File: src/inc/imc_pkg.sv
// Constants, register map and carrier types for the insulation monitor control block.
// Assumes a 10 MHz system clock and a register port driven by a serial protocol front end.
package imc_pkg;
    // ------------------------------------------------------------
    // Register map
    // ------------------------------------------------------------
    localparam logic [15:0] ADDR_POS_RES = 16'h0012;
    localparam logic [15:0] ADDR_NEG_RES = 16'h0013;
    localparam logic [15:0] ADDR_STATUS = 16'h0014;
    localparam logic [15:0] ADDR_POS_VOLT = 16'h0015;
    localparam logic [15:0] ADDR_NEG_VOLT = 16'h0016;
    localparam logic [15:0] ADDR_MODE = 16'h0100;
    localparam logic [15:0] ADDR_ENABLE = 16'h0102;
    localparam logic [15:0] MODE_AUTO = 16'h0004;
    localparam logic [15:0] MODE_FIXED = 16'h0000;
    localparam logic [15:0] ENABLE_ON = 16'h0001;
    localparam logic [15:0] ENABLE_OFF = 16'h0000;
    localparam logic [15:0] CODE_INVALID = 16'hFFFF;
    localparam logic [15:0] CODE_INFINITY = 16'hEA60;
    localparam logic [15:0] UNMAPPED_READ = 16'h0000;
    // Status field positions
    localparam int ST_RES_VALID = 1;
    localparam int ST_MON_ON = 2;
    localparam int ST_SELFTEST = 4;
    localparam int ST_MODE_LO = 8;
    localparam logic [2:0] STMODE_AUTO = 3'h4;
    localparam logic [2:0] STMODE_FIXED = 3'h0;
    // ------------------------------------------------------------
    // Timing
    // ------------------------------------------------------------
    localparam int CLK_HZ = 10_000_000;
    localparam int TICK_HZ = 1000;
    localparam int TICK_DIV = CLK_HZ / TICK_HZ;
    localparam int SELFTEST_PERIOD_MS = 5000;
    localparam int SETTLE_MIN_MS = 700;
    localparam int SETTLE_MAX_MS = 2000;
    localparam int LED_PERIOD_MS = 2000;
    localparam int LED_LONG_MS = 1500;
    localparam int LED_SHORT_MS = 500;
    localparam int SELFTEST_ACTIVE_MS = LED_PERIOD_MS;
    // ------------------------------------------------------------
    // DIP decoding
    // ------------------------------------------------------------
    localparam int DIP_BAUD = 0;
    localparam int DIP_ADDR_LO = 1;
    localparam int DIP_PAR_LO = 4;
    typedef enum logic [1:0] {
        IMC_PAR_NONE = 2'b00,
        IMC_PAR_ODD = 2'b01,
        IMC_PAR_EVEN = 2'b10,
        IMC_PAR_BAD = 2'b11
    } imc_parity_t;
    typedef struct packed {
        logic baud_19200;
        logic [7:0] slave_addr;
        imc_parity_t parity;
    } imc_comm_cfg_t;
    // Register access request from the protocol front end
    typedef struct packed {
        logic rd;
        logic wr;
        logic [15:0] addr;
        logic [15:0] wdata;
    } imc_reg_req_t;
    // Analog front end results
    typedef struct packed {
        logic bus_ge_100v;
        logic res_ready;
        logic [15:0] pos_res;
        logic [15:0] neg_res;
        logic pos_over_10m;
        logic neg_over_10m;
        logic [15:0] pos_volt;
        logic [15:0] neg_volt;
        logic [15:0] bridge_sample;
        logic [15:0] bridge_expect;
        logic bridge_sample_vld;
    } imc_meas_t;
endpackage : imc_pkg

File: src/design/imc_top.sv
// Insulation monitor status and control: registers, validity gating, self-test, LED, DIP.
// Assumes synchronous inputs, a Modbus front end issuing one-cycle rd/wr pulses.
`timescale 1ns/10ps
`default_nettype none
module imc_top #(
    parameter int SELFTEST_CNT = imc_pkg::SELFTEST_PERIOD_MS,
    parameter int TICK_DIV = imc_pkg::TICK_DIV
) (
    input wire logic clk,
    input wire logic rst_n,
    input wire imc_pkg::imc_reg_req_t reg_req,
    output logic [15:0] reg_rdata,
    output logic reg_rvalid,
    input wire imc_pkg::imc_meas_t meas,
    input wire logic [5:0] dip_sw,
    output imc_pkg::imc_comm_cfg_t comm_cfg,
    output logic ground_switch,
    output logic power_indicator,
    output logic monitoring_led,
    output logic selftest_active,
    output logic bus_monitor_on
);
    import imc_pkg::*;

    // ------------------------------------------------------------
    // Free-running tick
    // ------------------------------------------------------------
    logic [15:0] div_ff;
    logic tick_ff;
    // One pulse per millisecond shared by all timers
    always_ff @(posedge clk or negedge rst_n) begin
        if (!rst_n) begin
            div_ff <= 16'h0000;
            tick_ff <= 1'b0;
        end else if (div_ff == 16'(TICK_DIV - 1)) begin
            div_ff <= 16'h0000;
            tick_ff <= 1'b1;
        end else begin
            div_ff <= div_ff + 16'h0001;
            tick_ff <= 1'b0;
        end
    end

    // ------------------------------------------------------------
    // Control registers
    // ------------------------------------------------------------
    logic mon_on_ff;
    logic mode_auto_ff;
    logic wr_mode;
    logic wr_en;
    assign wr_mode = reg_req.wr && (reg_req.addr == ADDR_MODE);
    assign wr_en = reg_req.wr && (reg_req.addr == ADDR_ENABLE);
    // Enable write; any nonzero value turns monitoring on
    always_ff @(posedge clk or negedge rst_n) begin
        if (!rst_n) begin
            mon_on_ff <= 1'b0;
        end else if (wr_en) begin
            mon_on_ff <= (reg_req.wdata != ENABLE_OFF);
        end
    end
    // Mode write; enable writes never touch it
    always_ff @(posedge clk or negedge rst_n) begin
        if (!rst_n) begin
            mode_auto_ff <= 1'b1;
        end else if (wr_mode) begin
            if (reg_req.wdata == MODE_AUTO) begin
                mode_auto_ff <= 1'b1;
            end else if (reg_req.wdata == MODE_FIXED) begin
                mode_auto_ff <= 1'b0;
            end
        end
    end

    // ------------------------------------------------------------
    // Settling window after enable
    // ------------------------------------------------------------
    logic [15:0] settle_ff;
    logic settled_ff;
    // Count ms since enable; settled at the minimum once a result is ready, at the maximum without one
    always_ff @(posedge clk or negedge rst_n) begin
        if (!rst_n) begin
            settle_ff <= 16'h0000;
            settled_ff <= 1'b0;
        end else if (!mon_on_ff) begin
            settle_ff <= 16'h0000;
            settled_ff <= 1'b0;
        end else if (tick_ff && !settled_ff) begin
            settle_ff <= settle_ff + 16'h0001;
            if (settle_ff >= 16'(SETTLE_MIN_MS - 1) && meas.res_ready) begin
                settled_ff <= 1'b1;
            end else if (settle_ff >= 16'(SETTLE_MAX_MS - 1)) begin
                settled_ff <= 1'b1;
            end
        end
    end

    // ------------------------------------------------------------
    // Self-test scheduler
    // ------------------------------------------------------------
    logic [15:0] st_cnt_ff;
    logic [15:0] st_act_ff;
    logic st_busy_ff;
    logic st_pass_ff;
    logic st_arm;
    assign st_arm = meas.bus_ge_100v && !mon_on_ff;
    // Period timer; restarts whenever conditions drop so no stale test fires
    always_ff @(posedge clk or negedge rst_n) begin
        if (!rst_n) begin
            st_cnt_ff <= 16'h0000;
        end else if (!st_arm) begin
            st_cnt_ff <= 16'h0000;
        end else if (tick_ff) begin
            if (st_cnt_ff == 16'(SELFTEST_CNT - 1)) begin
                st_cnt_ff <= 16'h0000;
            end else begin
                st_cnt_ff <= st_cnt_ff + 16'h0001;
            end
        end
    end
    // Active window, long enough for one LED cycle
    // A period shorter than the window must not restart a running test forever
    always_ff @(posedge clk or negedge rst_n) begin
        if (!rst_n) begin
            st_busy_ff <= 1'b0;
            st_act_ff <= 16'h0000;
        end else if (st_arm && !st_busy_ff && tick_ff
                     && st_cnt_ff == 16'(SELFTEST_CNT - 1)) begin
            st_busy_ff <= 1'b1;
            st_act_ff <= 16'h0000;
        end else if (st_busy_ff && tick_ff) begin
            if (st_act_ff == 16'(SELFTEST_ACTIVE_MS - 1)) begin
                st_busy_ff <= 1'b0;
            end
            st_act_ff <= st_act_ff + 16'h0001;
        end
    end
    // Judge on each bridge sample during the test; otherwise keep old result
    always_ff @(posedge clk or negedge rst_n) begin
        if (!rst_n) begin
            st_pass_ff <= 1'b0;
        end else if (st_busy_ff && meas.bridge_sample_vld) begin
            st_pass_ff <= (meas.bridge_sample == meas.bridge_expect);
        end
    end

    // ------------------------------------------------------------
    // Result gating
    // ------------------------------------------------------------
    logic res_valid;
    logic volt_valid;
    assign res_valid = mon_on_ff && settled_ff && meas.bus_ge_100v && mode_auto_ff;
    assign volt_valid = mon_on_ff && !mode_auto_ff;

    // Resistance code selection: invalid, infinity or measured
    function automatic logic [15:0] res_code(input logic vld, input logic over,
                                             input logic [15:0] val);
        if (!vld) begin
            res_code = CODE_INVALID;
        end else if (over) begin
            res_code = CODE_INFINITY;
        end else begin
            res_code = val;
        end
    endfunction : res_code

    logic [15:0] status;
    // Status word built from live state
    always_comb begin
        status = 16'h0000;
        status[ST_RES_VALID] = res_valid;
        status[ST_MON_ON] = mon_on_ff;
        status[ST_SELFTEST] = st_pass_ff;
        status[ST_MODE_LO +: 3] = mode_auto_ff ? STMODE_AUTO : STMODE_FIXED;
    end

    // ------------------------------------------------------------
    // Register read port
    // ------------------------------------------------------------
    logic [15:0] nxt_rdata;
    // Read mux; unmapped addresses read zero
    always_comb begin
        nxt_rdata = UNMAPPED_READ;
        unique case (reg_req.addr)
            ADDR_POS_RES: nxt_rdata = res_code(res_valid, meas.pos_over_10m, meas.pos_res);
            ADDR_NEG_RES: nxt_rdata = res_code(res_valid, meas.neg_over_10m, meas.neg_res);
            ADDR_STATUS: nxt_rdata = status;
            ADDR_POS_VOLT: nxt_rdata = volt_valid ? meas.pos_volt : CODE_INVALID;
            ADDR_NEG_VOLT: nxt_rdata = volt_valid ? meas.neg_volt : CODE_INVALID;
            ADDR_MODE: nxt_rdata = mode_auto_ff ? MODE_AUTO : MODE_FIXED;
            ADDR_ENABLE: nxt_rdata = mon_on_ff ? ENABLE_ON : ENABLE_OFF;
            default: nxt_rdata = UNMAPPED_READ;
        endcase
    end
    // Registered read answer one cycle after the strobe
    always_ff @(posedge clk or negedge rst_n) begin
        if (!rst_n) begin
            reg_rdata <= 16'h0000;
            reg_rvalid <= 1'b0;
        end else begin
            reg_rvalid <= reg_req.rd;
            if (reg_req.rd) begin
                reg_rdata <= nxt_rdata;
            end
        end
    end

    // ------------------------------------------------------------
    // LED pattern
    // ------------------------------------------------------------
    logic [15:0] led_ph_ff;
    // Phase within the 2 s blink period, from the shared tick
    always_ff @(posedge clk or negedge rst_n) begin
        if (!rst_n) begin
            led_ph_ff <= 16'h0000;
        end else if (!st_busy_ff) begin
            led_ph_ff <= 16'h0000;
        end else if (tick_ff) begin
            if (led_ph_ff == 16'(LED_PERIOD_MS - 1)) begin
                led_ph_ff <= 16'h0000;
            end else begin
                led_ph_ff <= led_ph_ff + 16'h0001;
            end
        end
    end
    logic nxt_led;
    // Four-way pattern choice
    always_comb begin
        unique case ({mon_on_ff, st_busy_ff})
            2'b10: nxt_led = 1'b1;
            2'b11: nxt_led = (led_ph_ff < 16'(LED_LONG_MS));
            2'b01: nxt_led = (led_ph_ff < 16'(LED_SHORT_MS));
            2'b00: nxt_led = 1'b0;
        endcase
    end

    // ------------------------------------------------------------
    // Pin outputs and DIP decode
    // ------------------------------------------------------------
    imc_comm_cfg_t nxt_cfg;
    // ON reads as 1 straight from the switch level
    always_comb begin
        nxt_cfg.baud_19200 = dip_sw[DIP_BAUD];
        nxt_cfg.slave_addr = {5'h00, dip_sw[DIP_ADDR_LO +: 3]};
        nxt_cfg.parity = imc_parity_t'(dip_sw[DIP_PAR_LO +: 2]);
    end
    // All pins registered so no decode glitches reach the relay or LED
    always_ff @(posedge clk or negedge rst_n) begin
        if (!rst_n) begin
            ground_switch <= 1'b0;
            power_indicator <= 1'b0;
            monitoring_led <= 1'b0;
            selftest_active <= 1'b0;
            bus_monitor_on <= 1'b0;
            comm_cfg <= '0;
        end else begin
            ground_switch <= mon_on_ff;
            power_indicator <= 1'b1;
            bus_monitor_on <= 1'b1;
            monitoring_led <= nxt_led;
            selftest_active <= st_busy_ff;
            comm_cfg <= nxt_cfg;
        end
    end
endmodule : imc_top
`default_nettype wire

File: config.mk
export PLATFORM = sky130hd
export DESIGN_NAME = imc_top
export DESIGN_NICKNAME = d
export VERILOG_FILES = /design/src/inc/imc_pkg.sv /design/src/design/imc_top.sv
export SDC_FILE = /design/constraint.sdc
export NUM_CORES = 1
export LEC_CHECK = 0
export BUFFER_PORTS_ARGS = -buffer_cell sky130_fd_sc_hd__buf_2
export CORE_MARGIN = 10
export CORE_UTILIZATION = 55
export DETAILED_ROUTE_END_ITERATION = 10
export PLACE_DENSITY = 0.88
export SYNTH_ARGS = -nofsm -noshare
export SYNTH_HDL_FRONTEND = slang
export SYNTH_SLANG_ARGS = --single-unit
File: constraint.sdc
create_clock -name clk -period 5.6 [get_ports clk]
set_input_delay 1.12 -clock clk [delete_from_list [all_inputs] [get_ports clk]]
set_output_delay 1.12 -clock clk [all_outputs]
set_load 0.01 [all_outputs]
==> flow_summary.ini <==
[outcome]
status = complete, no violations

[sta]
rsz0062_at_grt = false
timing.slew.headroom_pct = 37.4
hold_violations = 0
finalCriticalPeriod_ps = 3020
fmax_ghz = 0.331
setup-violations-final = 0
worst_pin_slew_ps = 937
clock_skew_ps = 7.48
post-route-period-util_pct = 53.9
drv_slew = 0
tns_ps = 0

[cts]
cts.sinks = 113
post_cts_resized = 0
clk_latency_ps = 420
cts-root-buf = clkbuf_16
post_cts_buffers = 0
htreeDepth = 4
cts_hold_buf = 0
clock_path_buffers = 2
clkTransAtPathRegs_ps = 50
cts_buffers = 17
cts_tree = built

[worst_setup_path]
cp.arrival_ps = 3360
crit_fanout = 17
worstSetupStartpointType = input port
endpoint_kind = flop
worstSetupPathType = in -> reg
cp_data_required_time_ps = 5940

[cells_and_area]
final_nets = 996
num_antenna_cells = 0
final_core_util_pct = 69.9
multi_input_area_um2 = 3250
regArea_um2 = 2830
area_delta_synth_final_pct = 22.8
drive_gt1_share_pct = 25.0
fillers = 796

[yosys]
synth_cell_type_count = 70
syn_avg_cell_area_um2 = 9.17
async_flop_share_pct = 100
ys.flop_type = dfrtp_1
yosys-top-cells-area = dfrtp_1 (45%), xor2_1 (6.0%), nor2_1 (5.4%), a21oi_1 (3.4%), nand3_1 (3.4%)
syn_area_um2 = 6250
yosysTopAreaCellShare_pct = 44.8
synth_top_cell_by_area = dfrtp_1
syn_inst = 682
yosys_warnings = 0
ys_seq_area_share_pct = 45.2
ys_ff_latch = 113
synth-edff-count = 0

[placed_design]
io_buffers = 170
dp_hpwl_um = 12900
gp_congestion = 0.920

[floorplanning]
initial_core_util_pct = 56.9
die_height_um = 127
die_area_um2 = 16000
coreArea_um2 = 11000
rows = 38
ios = 176
die_w_um = 127

[routing]
dr.pass1.iters = 8
wl_met3_um = 1440
routed.top_layer = met4
wirelength_um = 18200
met1Wirelength_um = 7080
vias = 5992
postRouteAntennaNets = 0
wl_per_cell_um = 18.2
viasPerCell = 5.99
dr_wl_met2_um = 9200
first_iter_violations = 688
drcViolationCount = 0

[pwr]
internal-power_mw = 1.48
p_per_area_nw_per_um2 = 250
p_sw_uw = 437
vdd_drop_max_v = 0.000181
power.share.clock_pct = 49.4
p_seq_share_pct = 43.5
p_comb_share_pct = 7.0
p_leak_nw = 3.39
swShare_pct = 22.8

[global_route]
antenna_found_initial = 0
grt_max_degree = 63
overflow = 0
grt_pass1_wl_um = 29000
track_usage_pct = 21.7
grt_pass1_vias = 5844

[job]
maxCapViolCount = 0

[worst_hold_path]
worstHoldPathType = reg -> reg
-- flip-flops by register name, indices dropped and copies added (netlist names), 6 cells and up --
signal     flops
comm_cfg       6
st_act_ff     16
reg_rdata     16
div_ff        16
settle_ff     16
led_ph_ff     16
st_cnt_ff     16
-- cells in the mapped netlist (all sizes together), types with 9 or more instances --
cell    number
nand3       42
xnor2       15
inv         13
nor2        90
a22oi       16
xor2        43
a31oi       12
a21oi       44
nand4       18
nor4        21
o21ai       38
nor3        17
dfrtp      112
nand2       46
or3          9
buf         12
and3        13
clkbuf      16
-- logic make-up after synthesis --
family | count (synthesis) | synth area share (%)
simple gates | 303 | 26.1
compound gates | 157 | 16.0
flops | 113 | 45.2
xor+xnor | 58 | 8.12
buf+inv | 42 | 3.08
fa+ha+maj | 5 | 1.00
other cells | 2 | 0.120
mux | 2 | 0.340
-- power groups by stage --
stage          registers [mW]  logic, mW  clock network [mW]
2_1_floorplan           0.852     0.0404                   0
3_3_place_gp            0.848      0.132                   0
4_1_cts                 0.834      0.136               0.953
6_report                0.835      0.135               0.947
5_1_grt                 0.834      0.147               0.987
3_5_place_dp            0.848      0.134                   0
-- metrics by stage --
step | instance area, um^2 | std cells | power, mW | setup slack, ps | hold slack, ps
final | 7680 | 1000 | 1.92 | 2580 | 466
after global routing | 7680 | 1000 | 1.97 | 2330 | 484
after global placement | 7160 | 969 | 0.979 | 2350 | 450
after floorplan | 6270 | 686 | 0.892 | 3140 | 352
after CTS | 7680 | 1000 | 1.92 | 2670 | 471
after detailed placement | 7160 | 969 | 0.982 | 2230 | 457
-- worst paths after layout --
| check | startpoint | endpoint | slack (ps) | depth (start not counted) |
|---|---|---|---|---|
| max in group asynchronous | rst_n | div_ff[12] | 3700 | 2 |
| setup / recovery | reg_req[19] | reg_rdata[12] | 2580 | 6 |
| setup reg to reg | mon_on_ff | st_act_ff[13] | 2840 | 4 |
| hold / removal | div_ff[15] | div_ff[15] | 470 | 1 |
| hold reg to reg | div_ff[15] | div_ff[15] | 470 | 1 |
| min in group asynchronous | rst_n | led_ph_ff[12] | 770 | 1 |
-- layout make-up --
| cell class | count | area share [%] |
|---|---|---|
| clock buffer | 24 | 6.27 |
| clock inverter | 7 | 0.456 |
| inverter | 14 | 0.684 |
| multi-input combinational | 531 | 42.3 |
| sequential | 113 | 36.8 |
| tap | 140 | 2.28 |
| timing repair buffer | 171 | 11.2 |
-- placed cells by master (no fill, tap or decap), types with 4 or more instances in the layout --
cell	netlist	routed
buf_2	4	169
dfrtp_1	112	112
nor2_1	90	90
nand2_1	46	46
xor2_1	43	43
nand3_1	42	42
a21oi_1	42	42
o21ai_0	37	37
nand4_1	18	18
nor4_1	17	17
clkbuf_16	0	17
a22oi_1	16	16
xnor2_1	15	15
nor3_1	15	15
inv_1	13	13
and3_1	13	13
a31oi_1	12	12
or3_1	9	9
o22ai_1	8	8
nor2b_1	7	7
o22a_1	7	7
clkinv_2	0	7
nand2b_1	6	6
conb_1	2	6
ha_1	5	5
nor4b_1	4	4
nor4_4	4	4
nand3b_1	4	4
a211oi_1	4	4
and4_1	4	4
a22o_1	4	4
clkbuf_1	16	4
-- per-layer routing --
layer	GRT usage, %	vias up
met3	5.96	37
li1	-	2811
met2	37.6	287
met4	8.77	0
met1	24.8	2857
met5	0	-
-- critical path, cell delays in order --
cell and delay, ps:
buf_2 100, nor3_1 440, nand4_1 740, o221ai_1 690, a21oi_1 90, a21oi_1 170
Note: power is estimated with default switching activity, not from simulation.
